## src/core/bbt_pkg.sv

```systemverilog
/*
 * Constants, register map and mode types of the bus break comparator
 * with branch trace. Assumes a 32-bit APB slave with a byte address.
 */

//**********************************************************************
// Overview
//**********************************************************************
// Overview of operation
// - Address ignore: every address matches
// - Normal mode compares address on bus cycles
// - Before mode breaks before fetched instruction runs
// - After mode breaks after fetched instruction ran
// - Address mask bits set match anything
// - Prefetch modes use only address and count
// - Data ignore: value and size irrelevant
// - Data compared and qualified by access size
// - Data mask bits set match anything
// - CPU, DTC, DMA cycles each qualify independently
// - Direction: read, write or both
// - Break after programmed count, max 65535, default 1
// - Count ignore: break on first match
// - Small variant keeps four branch sources
// - Large variant keeps eight source/destination entries
// - Entry holds type tag and address
// - Index zero is the newest entry
package bbt_pkg;

    //******************************************************************
    // Register offsets
    //******************************************************************
    localparam logic [7:0] OFS_CTRL = 8'h00;
    localparam logic [7:0] OFS_ADDR = 8'h04;
    localparam logic [7:0] OFS_AMASK = 8'h08;
    localparam logic [7:0] OFS_DATA = 8'h0C;
    localparam logic [7:0] OFS_DMASK = 8'h10;
    localparam logic [7:0] OFS_COUNT = 8'h14;
    localparam logic [7:0] OFS_MCOUNT = 8'h18;
    localparam logic [7:0] OFS_STATUS = 8'h1C;
    localparam logic [7:0] OFS_CLEAR = 8'h20;
    localparam logic [7:0] OFS_IRQEN = 8'h24;
    localparam logic [7:0] OFS_TIDX = 8'h28;
    localparam logic [7:0] OFS_TDATA = 8'h2C;
    localparam logic [7:0] OFS_TINFO = 8'h30;

    //******************************************************************
    // Control fields
    //******************************************************************
    localparam int CTL_EN = 0;
    localparam int CTL_AMODE = 1;
    localparam int CTL_AMASK_EN = 3;
    localparam int CTL_DIGN = 4;
    localparam int CTL_DMASK_EN = 5;
    localparam int CTL_SIZE = 6;
    localparam int CTL_ST_CPU = 8;
    localparam int CTL_ST_DTC = 9;
    localparam int CTL_ST_DMA = 10;
    localparam int CTL_DIR = 11;
    localparam int CTL_CIGN = 13;
    localparam int CTL_W = 14;
    localparam logic [31:0] CTRL_RST = 32'h0000_2710;
    localparam logic [15:0] COUNT_RST = 16'h0001;

    //******************************************************************
    // Status and interrupt bits
    //******************************************************************
    localparam int ST_BREAK = 0;
    localparam int ST_TWRAP = 1;
    localparam int ST_W = 2;
    localparam int TYPE_BIT = 31;

    //******************************************************************
    // Modes
    //******************************************************************
    typedef enum logic [1:0] {
        AM_IGNORE = 2'b00,
        AM_NORMAL = 2'b01,
        AM_PF_BEFORE = 2'b10,
        AM_PF_AFTER = 2'b11
    } bbt_amode_e;

    typedef enum logic [1:0] {
        SZ_BYTE = 2'b00,
        SZ_WORD = 2'b01,
        SZ_LONG = 2'b10
    } bbt_size_e;

    typedef enum logic [1:0] {
        DIR_BOTH = 2'b00,
        DIR_READ = 2'b01,
        DIR_WRITE = 2'b10
    } bbt_dir_e;

    typedef enum logic [1:0] {
        MST_CPU = 2'b00,
        MST_DTC = 2'b01,
        MST_DMA = 2'b10
    } bbt_master_e;

endpackage

```

## src/core/bbt_core.sv

```systemverilog
/*
 * Bus break comparator and branch trace recorder, APB register slave.
 * Assumes the observed bus presents one-cycle pulses synchronous to
 * pclk, and the core reports instruction start and end by address.
 */
// Implementation choices: register access over APB and the address map.
`timescale 1ns/10ps

module bbt_core #(
    parameter int ADDR_W = 24,
    parameter int DATA_W = 32,
    parameter int CNT_W = 16,
    parameter bit TRACE_LARGE = 1'b1
) (
    input wire logic pclk,
    input wire logic presetn,
    input wire logic psel,
    input wire logic penable,
    input wire logic pwrite,
    input wire logic [7:0] paddr,
    input wire logic [31:0] pwdata,
    output logic [31:0] prdata,
    output logic pready,
    output logic pslverr,
    input wire logic bus_valid,
    input wire logic [ADDR_W-1:0] bus_addr,
    input wire logic [DATA_W-1:0] bus_data,
    input wire logic [1:0] bus_size,
    input wire logic bus_write,
    input wire logic [1:0] bus_master,
    input wire logic bus_fetch,
    input wire logic insn_start,
    input wire logic insn_done,
    input wire logic [ADDR_W-1:0] insn_addr,
    input wire logic br_valid,
    input wire logic [ADDR_W-1:0] br_src,
    input wire logic [ADDR_W-1:0] br_dst,
    output logic break_req,
    output logic irq
);

    //******************************************************************
    // Trace geometry
    //******************************************************************
    localparam int DEPTH = TRACE_LARGE ? 8 : 4;
    localparam int STEP = TRACE_LARGE ? 2 : 1;
    localparam int IDX_W = $clog2(DEPTH);
    localparam int FILL_W = IDX_W + 1;
    localparam int ENT_W = ADDR_W + 1;

    //******************************************************************
    // State
    //******************************************************************
    logic [bbt_pkg::CTL_W-1:0] ctrl_q;
    logic [ADDR_W-1:0] addr_q;
    logic [ADDR_W-1:0] amask_q;
    logic [DATA_W-1:0] data_q;
    logic [DATA_W-1:0] dmask_q;
    logic [CNT_W-1:0] count_q;
    logic [CNT_W-1:0] mcount_q;
    logic [CNT_W-1:0] mcount_d;
    logic [bbt_pkg::ST_W-1:0] status_q;
    logic [bbt_pkg::ST_W-1:0] status_d;
    logic [bbt_pkg::ST_W-1:0] irqen_q;
    logic [IDX_W-1:0] tidx_q;
    logic [FILL_W-1:0] fill_q;
    logic [FILL_W-1:0] fill_d;
    logic fetch_pend_q;
    logic fetch_pend_d;
    logic [ENT_W-1:0] ent_q [DEPTH];
    logic [ENT_W-1:0] new_ent [2];
    logic [31:0] prdata_q;
    logic pready_q;
    logic pslverr_q;
    logic break_q;
    logic irq_q;

    //******************************************************************
    // Control field views
    //******************************************************************
    wire logic ctl_en = ctrl_q[bbt_pkg::CTL_EN];
    wire bbt_pkg::bbt_amode_e amode =
        bbt_pkg::bbt_amode_e'(ctrl_q[bbt_pkg::CTL_AMODE +: 2]);
    wire logic amask_en = ctrl_q[bbt_pkg::CTL_AMASK_EN];
    wire logic data_ign = ctrl_q[bbt_pkg::CTL_DIGN];
    wire logic dmask_en = ctrl_q[bbt_pkg::CTL_DMASK_EN];
    wire bbt_pkg::bbt_size_e dsize =
        bbt_pkg::bbt_size_e'(ctrl_q[bbt_pkg::CTL_SIZE +: 2]);
    wire bbt_pkg::bbt_dir_e dir =
        bbt_pkg::bbt_dir_e'(ctrl_q[bbt_pkg::CTL_DIR +: 2]);
    wire logic cnt_ign = ctrl_q[bbt_pkg::CTL_CIGN];

    //******************************************************************
    // Address comparison
    //******************************************************************
    wire logic [ADDR_W-1:0] a_care = amask_en ? ~amask_q : '1;
    wire logic bus_a_hit =
        ((bus_addr ^ addr_q) & a_care) == '0;
    wire logic insn_a_hit =
        ((insn_addr ^ addr_q) & a_care) == '0;
    wire logic pf_mode = amode == bbt_pkg::AM_PF_BEFORE ||
        amode == bbt_pkg::AM_PF_AFTER;

    //******************************************************************
    // Data comparison
    //******************************************************************
    // Narrow accesses are assumed to sit in the low data lanes
    logic [DATA_W-1:0] size_care;
    always_comb begin
        size_care = '1;
        unique case (dsize)
            bbt_pkg::SZ_BYTE: size_care = DATA_W'(32'h0000_00FF);
            bbt_pkg::SZ_WORD: size_care = DATA_W'(32'h0000_FFFF);
            default: size_care = '1;
        endcase
    end
    wire logic [DATA_W-1:0] d_care =
        size_care & (dmask_en ? ~dmask_q : '1);
    wire logic d_hit = data_ign ||
        ((((bus_data ^ data_q) & d_care) == '0) &&
        bus_size == dsize);

    //******************************************************************
    // Bus state and direction
    //******************************************************************
    wire logic st_hit =
        (bus_master == bbt_pkg::MST_CPU &&
         ctrl_q[bbt_pkg::CTL_ST_CPU]) ||
        (bus_master == bbt_pkg::MST_DTC &&
         ctrl_q[bbt_pkg::CTL_ST_DTC]) ||
        (bus_master == bbt_pkg::MST_DMA &&
         ctrl_q[bbt_pkg::CTL_ST_DMA]);
    wire logic dir_hit = dir == bbt_pkg::DIR_BOTH ||
        (dir == bbt_pkg::DIR_READ && !bus_write) ||
        (dir == bbt_pkg::DIR_WRITE && bus_write);

    //******************************************************************
    // Combined condition
    //******************************************************************
    // Data, state and direction only in address-ignore or normal mode
    wire logic bus_hit = bus_valid && !pf_mode &&
        (amode == bbt_pkg::AM_IGNORE || bus_a_hit) &&
        d_hit && st_hit && dir_hit;
    // Fetch tag: only an opcode fetch of the address arms it
    wire logic fetch_hit = bus_valid && bus_fetch && pf_mode &&
        bus_a_hit;
    wire logic pf_hit = fetch_pend_q && insn_a_hit &&
        ((amode == bbt_pkg::AM_PF_BEFORE && insn_start) ||
         (amode == bbt_pkg::AM_PF_AFTER && insn_done));
    wire logic cond_hit = ctl_en && (bus_hit || pf_hit);

    //******************************************************************
    // Match counter
    //******************************************************************
    // A count of zero is treated as one so the break cannot go dead
    wire logic [CNT_W-1:0] mcount_inc = mcount_q + CNT_W'(1);
    wire logic count_done = cnt_ign ||
        mcount_inc >= count_q;
    wire logic fire = cond_hit && count_done;
    assign mcount_d = !cond_hit ? mcount_q :
        (count_done ? '0 : mcount_inc);
    assign fetch_pend_d = !pf_mode ? 1'b0 :
        (fetch_hit ? 1'b1 : (pf_hit ? 1'b0 : fetch_pend_q));

    //******************************************************************
    // APB decode
    //******************************************************************
    wire logic apb_acc = psel && penable && !pready_q;
    wire logic apb_done = psel && penable && pready_q;
    wire logic wr = apb_done && pwrite;
    wire logic wr_ctrl = wr && paddr == bbt_pkg::OFS_CTRL;
    wire logic wr_addr = wr && paddr == bbt_pkg::OFS_ADDR;
    wire logic wr_amask = wr && paddr == bbt_pkg::OFS_AMASK;
    wire logic wr_data = wr && paddr == bbt_pkg::OFS_DATA;
    wire logic wr_dmask = wr && paddr == bbt_pkg::OFS_DMASK;
    wire logic wr_count = wr && paddr == bbt_pkg::OFS_COUNT;
    wire logic wr_mcount = wr && paddr == bbt_pkg::OFS_MCOUNT;
    wire logic wr_clear = wr && paddr == bbt_pkg::OFS_CLEAR;
    wire logic wr_irqen = wr && paddr == bbt_pkg::OFS_IRQEN;
    wire logic wr_tidx = wr && paddr == bbt_pkg::OFS_TIDX;
    wire logic wr_tinfo = wr && paddr == bbt_pkg::OFS_TINFO;
    wire logic [ENT_W-1:0] t_sel = ent_q[tidx_q];
    wire logic [31:0] t_word = {t_sel[ADDR_W],
        {(31-ADDR_W){1'b0}}, t_sel[ADDR_W-1:0]};
    wire logic mapped = paddr[1:0] == 2'b00 &&
        paddr <= bbt_pkg::OFS_TINFO;
    logic [31:0] rd_mux;
    always_comb begin
        rd_mux = '0;
        unique case (paddr)
            bbt_pkg::OFS_CTRL: rd_mux = 32'(ctrl_q);
            bbt_pkg::OFS_ADDR: rd_mux = 32'(addr_q);
            bbt_pkg::OFS_AMASK: rd_mux = 32'(amask_q);
            bbt_pkg::OFS_DATA: rd_mux = 32'(data_q);
            bbt_pkg::OFS_DMASK: rd_mux = 32'(dmask_q);
            bbt_pkg::OFS_COUNT: rd_mux = 32'(count_q);
            bbt_pkg::OFS_MCOUNT: rd_mux = 32'(mcount_q);
            bbt_pkg::OFS_STATUS: rd_mux = 32'(status_q);
            bbt_pkg::OFS_IRQEN: rd_mux = 32'(irqen_q);
            bbt_pkg::OFS_TIDX: rd_mux = 32'(tidx_q);
            bbt_pkg::OFS_TDATA: rd_mux = t_word;
            bbt_pkg::OFS_TINFO: rd_mux = 32'(fill_q);
            default: rd_mux = '0;
        endcase
    end

    //******************************************************************
    // Status and interrupt
    //******************************************************************
    // Hardware set wins over a software clear in the same cycle
    wire logic [bbt_pkg::ST_W-1:0] st_set = {
        br_valid && fill_q == FILL_W'(DEPTH), fire};
    assign status_d = (status_q &
        ~(wr_clear ? pwdata[bbt_pkg::ST_W-1:0] : '0)) | st_set;

    //******************************************************************
    // Trace recorder
    //******************************************************************
    assign new_ent[0] = TRACE_LARGE ? {1'b1, br_dst}
        : {1'b0, br_src};
    assign new_ent[1] = {1'b0, br_src};
    wire logic [FILL_W-1:0] fill_base = wr_tinfo ? '0 : fill_q;
    assign fill_d = !br_valid ? fill_base :
        (fill_base >= FILL_W'(DEPTH - STEP) ? FILL_W'(DEPTH) :
         fill_base + FILL_W'(STEP));

    genvar gi;
    generate
        for (gi = 0; gi < DEPTH; gi++) begin : g_ent
            logic [ENT_W-1:0] ent_d;
            if (gi < STEP) begin : g_head
                assign ent_d = new_ent[gi];
            end else begin : g_tail
                assign ent_d = ent_q[gi-STEP];
            end
            always_ff @(posedge pclk or negedge presetn) begin
                if (!presetn) begin
                    ent_q[gi] <= '0;
                end else if (br_valid) begin
                    ent_q[gi] <= ent_d;
                end
            end
        end
    endgenerate

    //******************************************************************
    // Configuration registers
    //******************************************************************
    always_ff @(posedge pclk or negedge presetn) begin
        if (!presetn) begin
            ctrl_q <= bbt_pkg::CTRL_RST[bbt_pkg::CTL_W-1:0];
            addr_q <= '0;
            amask_q <= '0;
            data_q <= '0;
            dmask_q <= '0;
            count_q <= bbt_pkg::COUNT_RST;
            irqen_q <= '0;
            tidx_q <= '0;
        end else begin
            if (wr_ctrl) ctrl_q <= pwdata[bbt_pkg::CTL_W-1:0];
            if (wr_addr) addr_q <= pwdata[ADDR_W-1:0];
            if (wr_amask) amask_q <= pwdata[ADDR_W-1:0];
            if (wr_data) data_q <= pwdata[DATA_W-1:0];
            if (wr_dmask) dmask_q <= pwdata[DATA_W-1:0];
            if (wr_count) count_q <= pwdata[CNT_W-1:0];
            if (wr_irqen) irqen_q <= pwdata[bbt_pkg::ST_W-1:0];
            if (wr_tidx) tidx_q <= pwdata[IDX_W-1:0];
        end
    end

    //******************************************************************
    // Comparator and status state
    //******************************************************************
    always_ff @(posedge pclk or negedge presetn) begin
        if (!presetn) begin
            mcount_q <= '0;
            fetch_pend_q <= 1'b0;
            status_q <= '0;
            fill_q <= '0;
            break_q <= 1'b0;
            irq_q <= 1'b0;
        end else begin
            // A write to the MCOUNT offset restarts the running match count
            mcount_q <= wr_mcount ? '0 : mcount_d;
            fetch_pend_q <= fetch_pend_d;
            status_q <= status_d;
            fill_q <= fill_d;
            break_q <= fire;
            irq_q <= |(status_d & irqen_q);
        end
    end

    //******************************************************************
    // APB answer
    //******************************************************************
    // One wait state so read data and ready come from flops
    always_ff @(posedge pclk or negedge presetn) begin
        if (!presetn) begin
            prdata_q <= '0;
            pready_q <= 1'b0;
            pslverr_q <= 1'b0;
        end else begin
            pready_q <= apb_acc;
            prdata_q <= (apb_acc && !pwrite) ? rd_mux : '0;
            pslverr_q <= apb_acc && !mapped;
        end
    end

    assign prdata = prdata_q;
    assign pready = pready_q;
    assign pslverr = pslverr_q;
    assign break_req = break_q;
    assign irq = irq_q;

endmodule // bbt_core

```

## config.mk

```make
export PLATFORM = sky130hd
export DESIGN_NAME = bbt_core
export DESIGN_NICKNAME = d
export VERILOG_FILES = /design/src/core/bbt_pkg.sv /design/src/core/bbt_core.sv
export SDC_FILE = /design/constraint.sdc
export NUM_CORES = 1
export LEC_CHECK = 0
export BUFFER_PORTS_ARGS = -buffer_cell sky130_fd_sc_hd__buf_2
export CORE_ASPECT_RATIO = 1.25
export CORE_MARGIN = 5
export CORE_UTILIZATION = 43
export CTS_BUF_LIST = sky130_fd_sc_hd__clkbuf_2
export DETAILED_ROUTE_END_ITERATION = 8
export GPL_ROUTABILITY_DRIVEN = 0
export GPL_TIMING_DRIVEN = 1
export SYNTH_ARGS = -nofsm -noshare
export SYNTH_HDL_FRONTEND = slang
export SYNTH_SLANG_ARGS = --single-unit
```

## constraint.sdc

```tcl
create_clock -name pclk -period 4 [get_ports pclk]
set_clock_uncertainty 0.05 [all_clocks]
set_input_delay 0.4 -clock pclk [delete_from_list [all_inputs] [get_ports pclk]]
set_output_delay 0.4 -clock pclk [all_outputs]
set_load 0.005 [all_outputs]
```

==> out/metrics.yaml <==
grt-ovfl-total: 0
hpwlAfterDp_um: 39100
die-area_um2: 49500
worstPathArrival_ns: 4.67
maxCapViolCount: 0
grt_use_total_pct: 22.9
wl_um: 57100
vias: 14200
regArea_um2: 10100
hold_class: "primary input to flip-flop"
grt_pass1_vias: 15100
synth_top_area_share_pct: 51.1
cp_max_fo: 6
syn_inst: 1454
synth_mux_area_share_pct: 27.4
syn_area_um2: 19400
critPathRequiredTime_ns: 4.86
core_um2: 44800
final_cells: 2500
grt_max_degree: 129
cp_slowest_stage_delay_ns: 0.48
rows: 87
synth_top_family_by_area: "multiplexers"
layout-drive-gt1-share_pct: 45.4
worst_ir_drop_vdd_v: 0.000157
numPortBuffers: 218
wl_met3_um: 3880
power.density_nw_per_um2: 356
cts_tree: "built"
cts_max_level: 3
ioPinCount: 219
yosysSeqAreaShare_pct: 51.9
outcome: "finished clean"
die_y_um: 247
setup-tns-final_ns: 0
firstDrtPassIters: 6
yosys-top-cells-area: "dfrtp_1 (51%), mux2_2 (21%), mux4_2 (5.7%), xnor2_1 (2.3%), xor2_1 (2.0%)"
multiInputGateArea_um2: 9000
synth_flop_cell: "dfrtp_1"
wl_per_cell_um: 22.8
antenna_found_initial: 1
synth_xor_area_share_pct: 4.38
end_kind: "flip-flop"
synth_compound_area_share_pct: 7.83
dp.cells: 2208
period_minus_slack_ns: 3.81
hp-start: "br_dst[17]"
ys_seq_elements: 402
yosys.area_share.adder_pct: 1.16
path_cells: "buf_4 -> nand4_1 -> nor3_2 -> and3_1 -> and3_2 -> nand3_1 -> xnor2_1 -> ha_1 -> a211oi_1 -> nor2_1 -> a2111oi_2 -> o21ai_1 -> a41o_2 -> or4_1 -> a21oi_1"
relSlewSlack_pct: 31.1
hold_depth: 3
yosys.area_share.simple_pct: 5.19
cts.clk_slew.worst_paths_ns: 0.11
grt_pass1_wl_um: 87100
synth_edf_count: 0
wl_met2_um: 27700
insertion_delay_ns: 1.00
cts.path.max_buffers: 3
vias_per_cell: 5.67
cts_sinks: 402
reg2reg_depth: 15
r2r_start: "mcount_q[0]"
hold_viol_final: 0
mostFrequentLayoutCells: "dfrtp_1 (394), mux2_2 (365), buf_2 (216)"
yosys.area.top_type: "dfrtp_1"
finalCritPeriodShare_pct: 95.3
leakage_nw: 10.6
fill_cells: 3950
drc: 0
wl_met1_um: 22900
slew_viol_final: 0
fin_util_pct: 52.2
critPathKind: "flip-flop to flip-flop"
yosys_warnings: 0
antenna_left: 0
async_reset_ff_share_pct: 100
startpoint_type: "flip-flop"
die_x_um: 200
start_util_pct: 43.2
nets: 2049
crit_slowest_cell: "or4_1"
finalSetupViolations: 0
synth_cell_types: 61
reg2reg_setup_slack_ns: 0.19
area_growth_pct: 20.8
avgSynthCellArea_um2: 13.3
r2r_end: "mcount_q[13]"
numCtsBuffers: 97
tightest_slew_ns: 1.03
drt_iter0_markers: 755
cts-root-buf: "clkbuf_2"
top_layer_used: "met4"
layout_commonest_cell: "dfrtp_1"
syn_nets: 1655
clock.fmax_mhz: 262
hold_end: "g_ent[2].ent_d[17]"
-- state kept, by name (all words and copies together), names as in the netlist --
signal,cells
addr_q,24
amask_q,24
break_req,1
count_q,16
ctrl_q,14
data_q,32
dmask_q,32
ent_q,49
fetch_pend_q,1
fill_q,4
g_ent.ent_d,147
irq,1
irqen_q,2
mcount_q,16
prdata,32
pready,1
pslverr,1
status_q,2
tidx_q,3
-- stage by stage --
step	instance area [um2]	total power [mW]	worst slack, ns	hold WS, ns
after floorplan	19400	5.24	0.0501	0.0544
after global placement	21300	5.60	0.153	0.417
after detailed placement	21300	5.65	-0.000896	0.423
after CTS	23400	8.48	0.00910	0.00188
after global routing	23400	8.79	-0.119	0.0632
final	23400	8.33	0.190	0.143
-- cell usage after synthesis (8+ instances only) --
master / count
mux4_2: 49
xnor2_1: 52
a221oi_1: 11
nor2_1: 47
a222oi_1: 19
a22oi_1: 44
and3_1: 9
or4_1: 8
nand3_1: 10
nand4_1: 13
a22o_1: 15
dfrtp_1: 396
clkbuf_1: 58
inv_1: 20
ha_1: 18
a31oi_1: 21
mux2_2: 365
nor4_1: 8
o21ai_0: 17
buf_1: 17
nand2_1: 70
nand4b_1: 8
a21oi_1: 39
xor2_1: 45
-- worst max-delay path by stage --
stage / start / to / slack (ns) / cells past startpoint
finish: mcount_q[0] / mcount_q[13] / 0.19 / 15
global placement: mcount_q[0] / mcount_q[15] / 0.15 / 15
CTS: mcount_q[0] / mcount_q[5] / 0.009 / 15
global route: mcount_q[0] / mcount_q[15] / -0.12 / 15
floorplan: mcount_q[0] / mcount_q[15] / 0.05 / 17
detailed placement: mcount_q[0] / mcount_q[5] / -0.0009 / 17
-- worst max-delay path, delay by kind of cell (launching register included) --
family          cells  cell delay (ns)
simple gates        7             1.54
xor+xnor            1             0.16
compound gates      5             1.10
flops               1             0.42
buf+inv             1             0.16
fa+ha+maj           1             0.30
-- area by class of cell --
class | count | share of cell area, %
flip-flops and latches | 402 | 43.0
diodes | 2 | 0.0214
multi-input cells | 950 | 38.4
repair buffers | 377 | 11.4
clock buffers | 154 | 3.29
clock inverters | 17 | 0.427
well taps | 578 | 3.09
inverters | 20 | 0.320
-- report_power, final --
group / switching (mW) / internal (mW) / leakage, nW
Combinational: 0.382 / 0.611 / 4.79
Clock: 1.62 / 1.07 / 0.683
Sequential: 0.242 / 4.41 / 5.13
Total: 2.24 / 6.09 / 10.6
-- routing by layer --
| layer | vias to the layer above | global-route usage [%] |
|---|---|---|
| met5 | - | 0 |
| met4 | 0 | 10.8 |
| met3 | 129 | 3.80 |
| met2 | 568 | 37.7 |
| met1 | 7196 | 29.5 |
| li1 | 6276 | - |
-- what timing repair did --
| action | 4_1_cts | 5_1_grt |
|---|---|---|
| hold buffers | 118 | 0 |
| endpoints found under the hold margin | 360 | 0 |
| gates resized for setup | 3 | 15 |
| buffers inserted | 0 | 1 |
| pin swaps | 1 | 0 |
| endpoints found under the setup margin | 7 | 17 |
-- logic make-up after synthesis --
family / Yosys count
mux: 423
flops: 402
compound gates: 208
simple gates: 204
buf+inv: 102
xor+xnor: 97
fa+ha+maj: 18
Note: power is estimated with default switching activity, not from simulation.
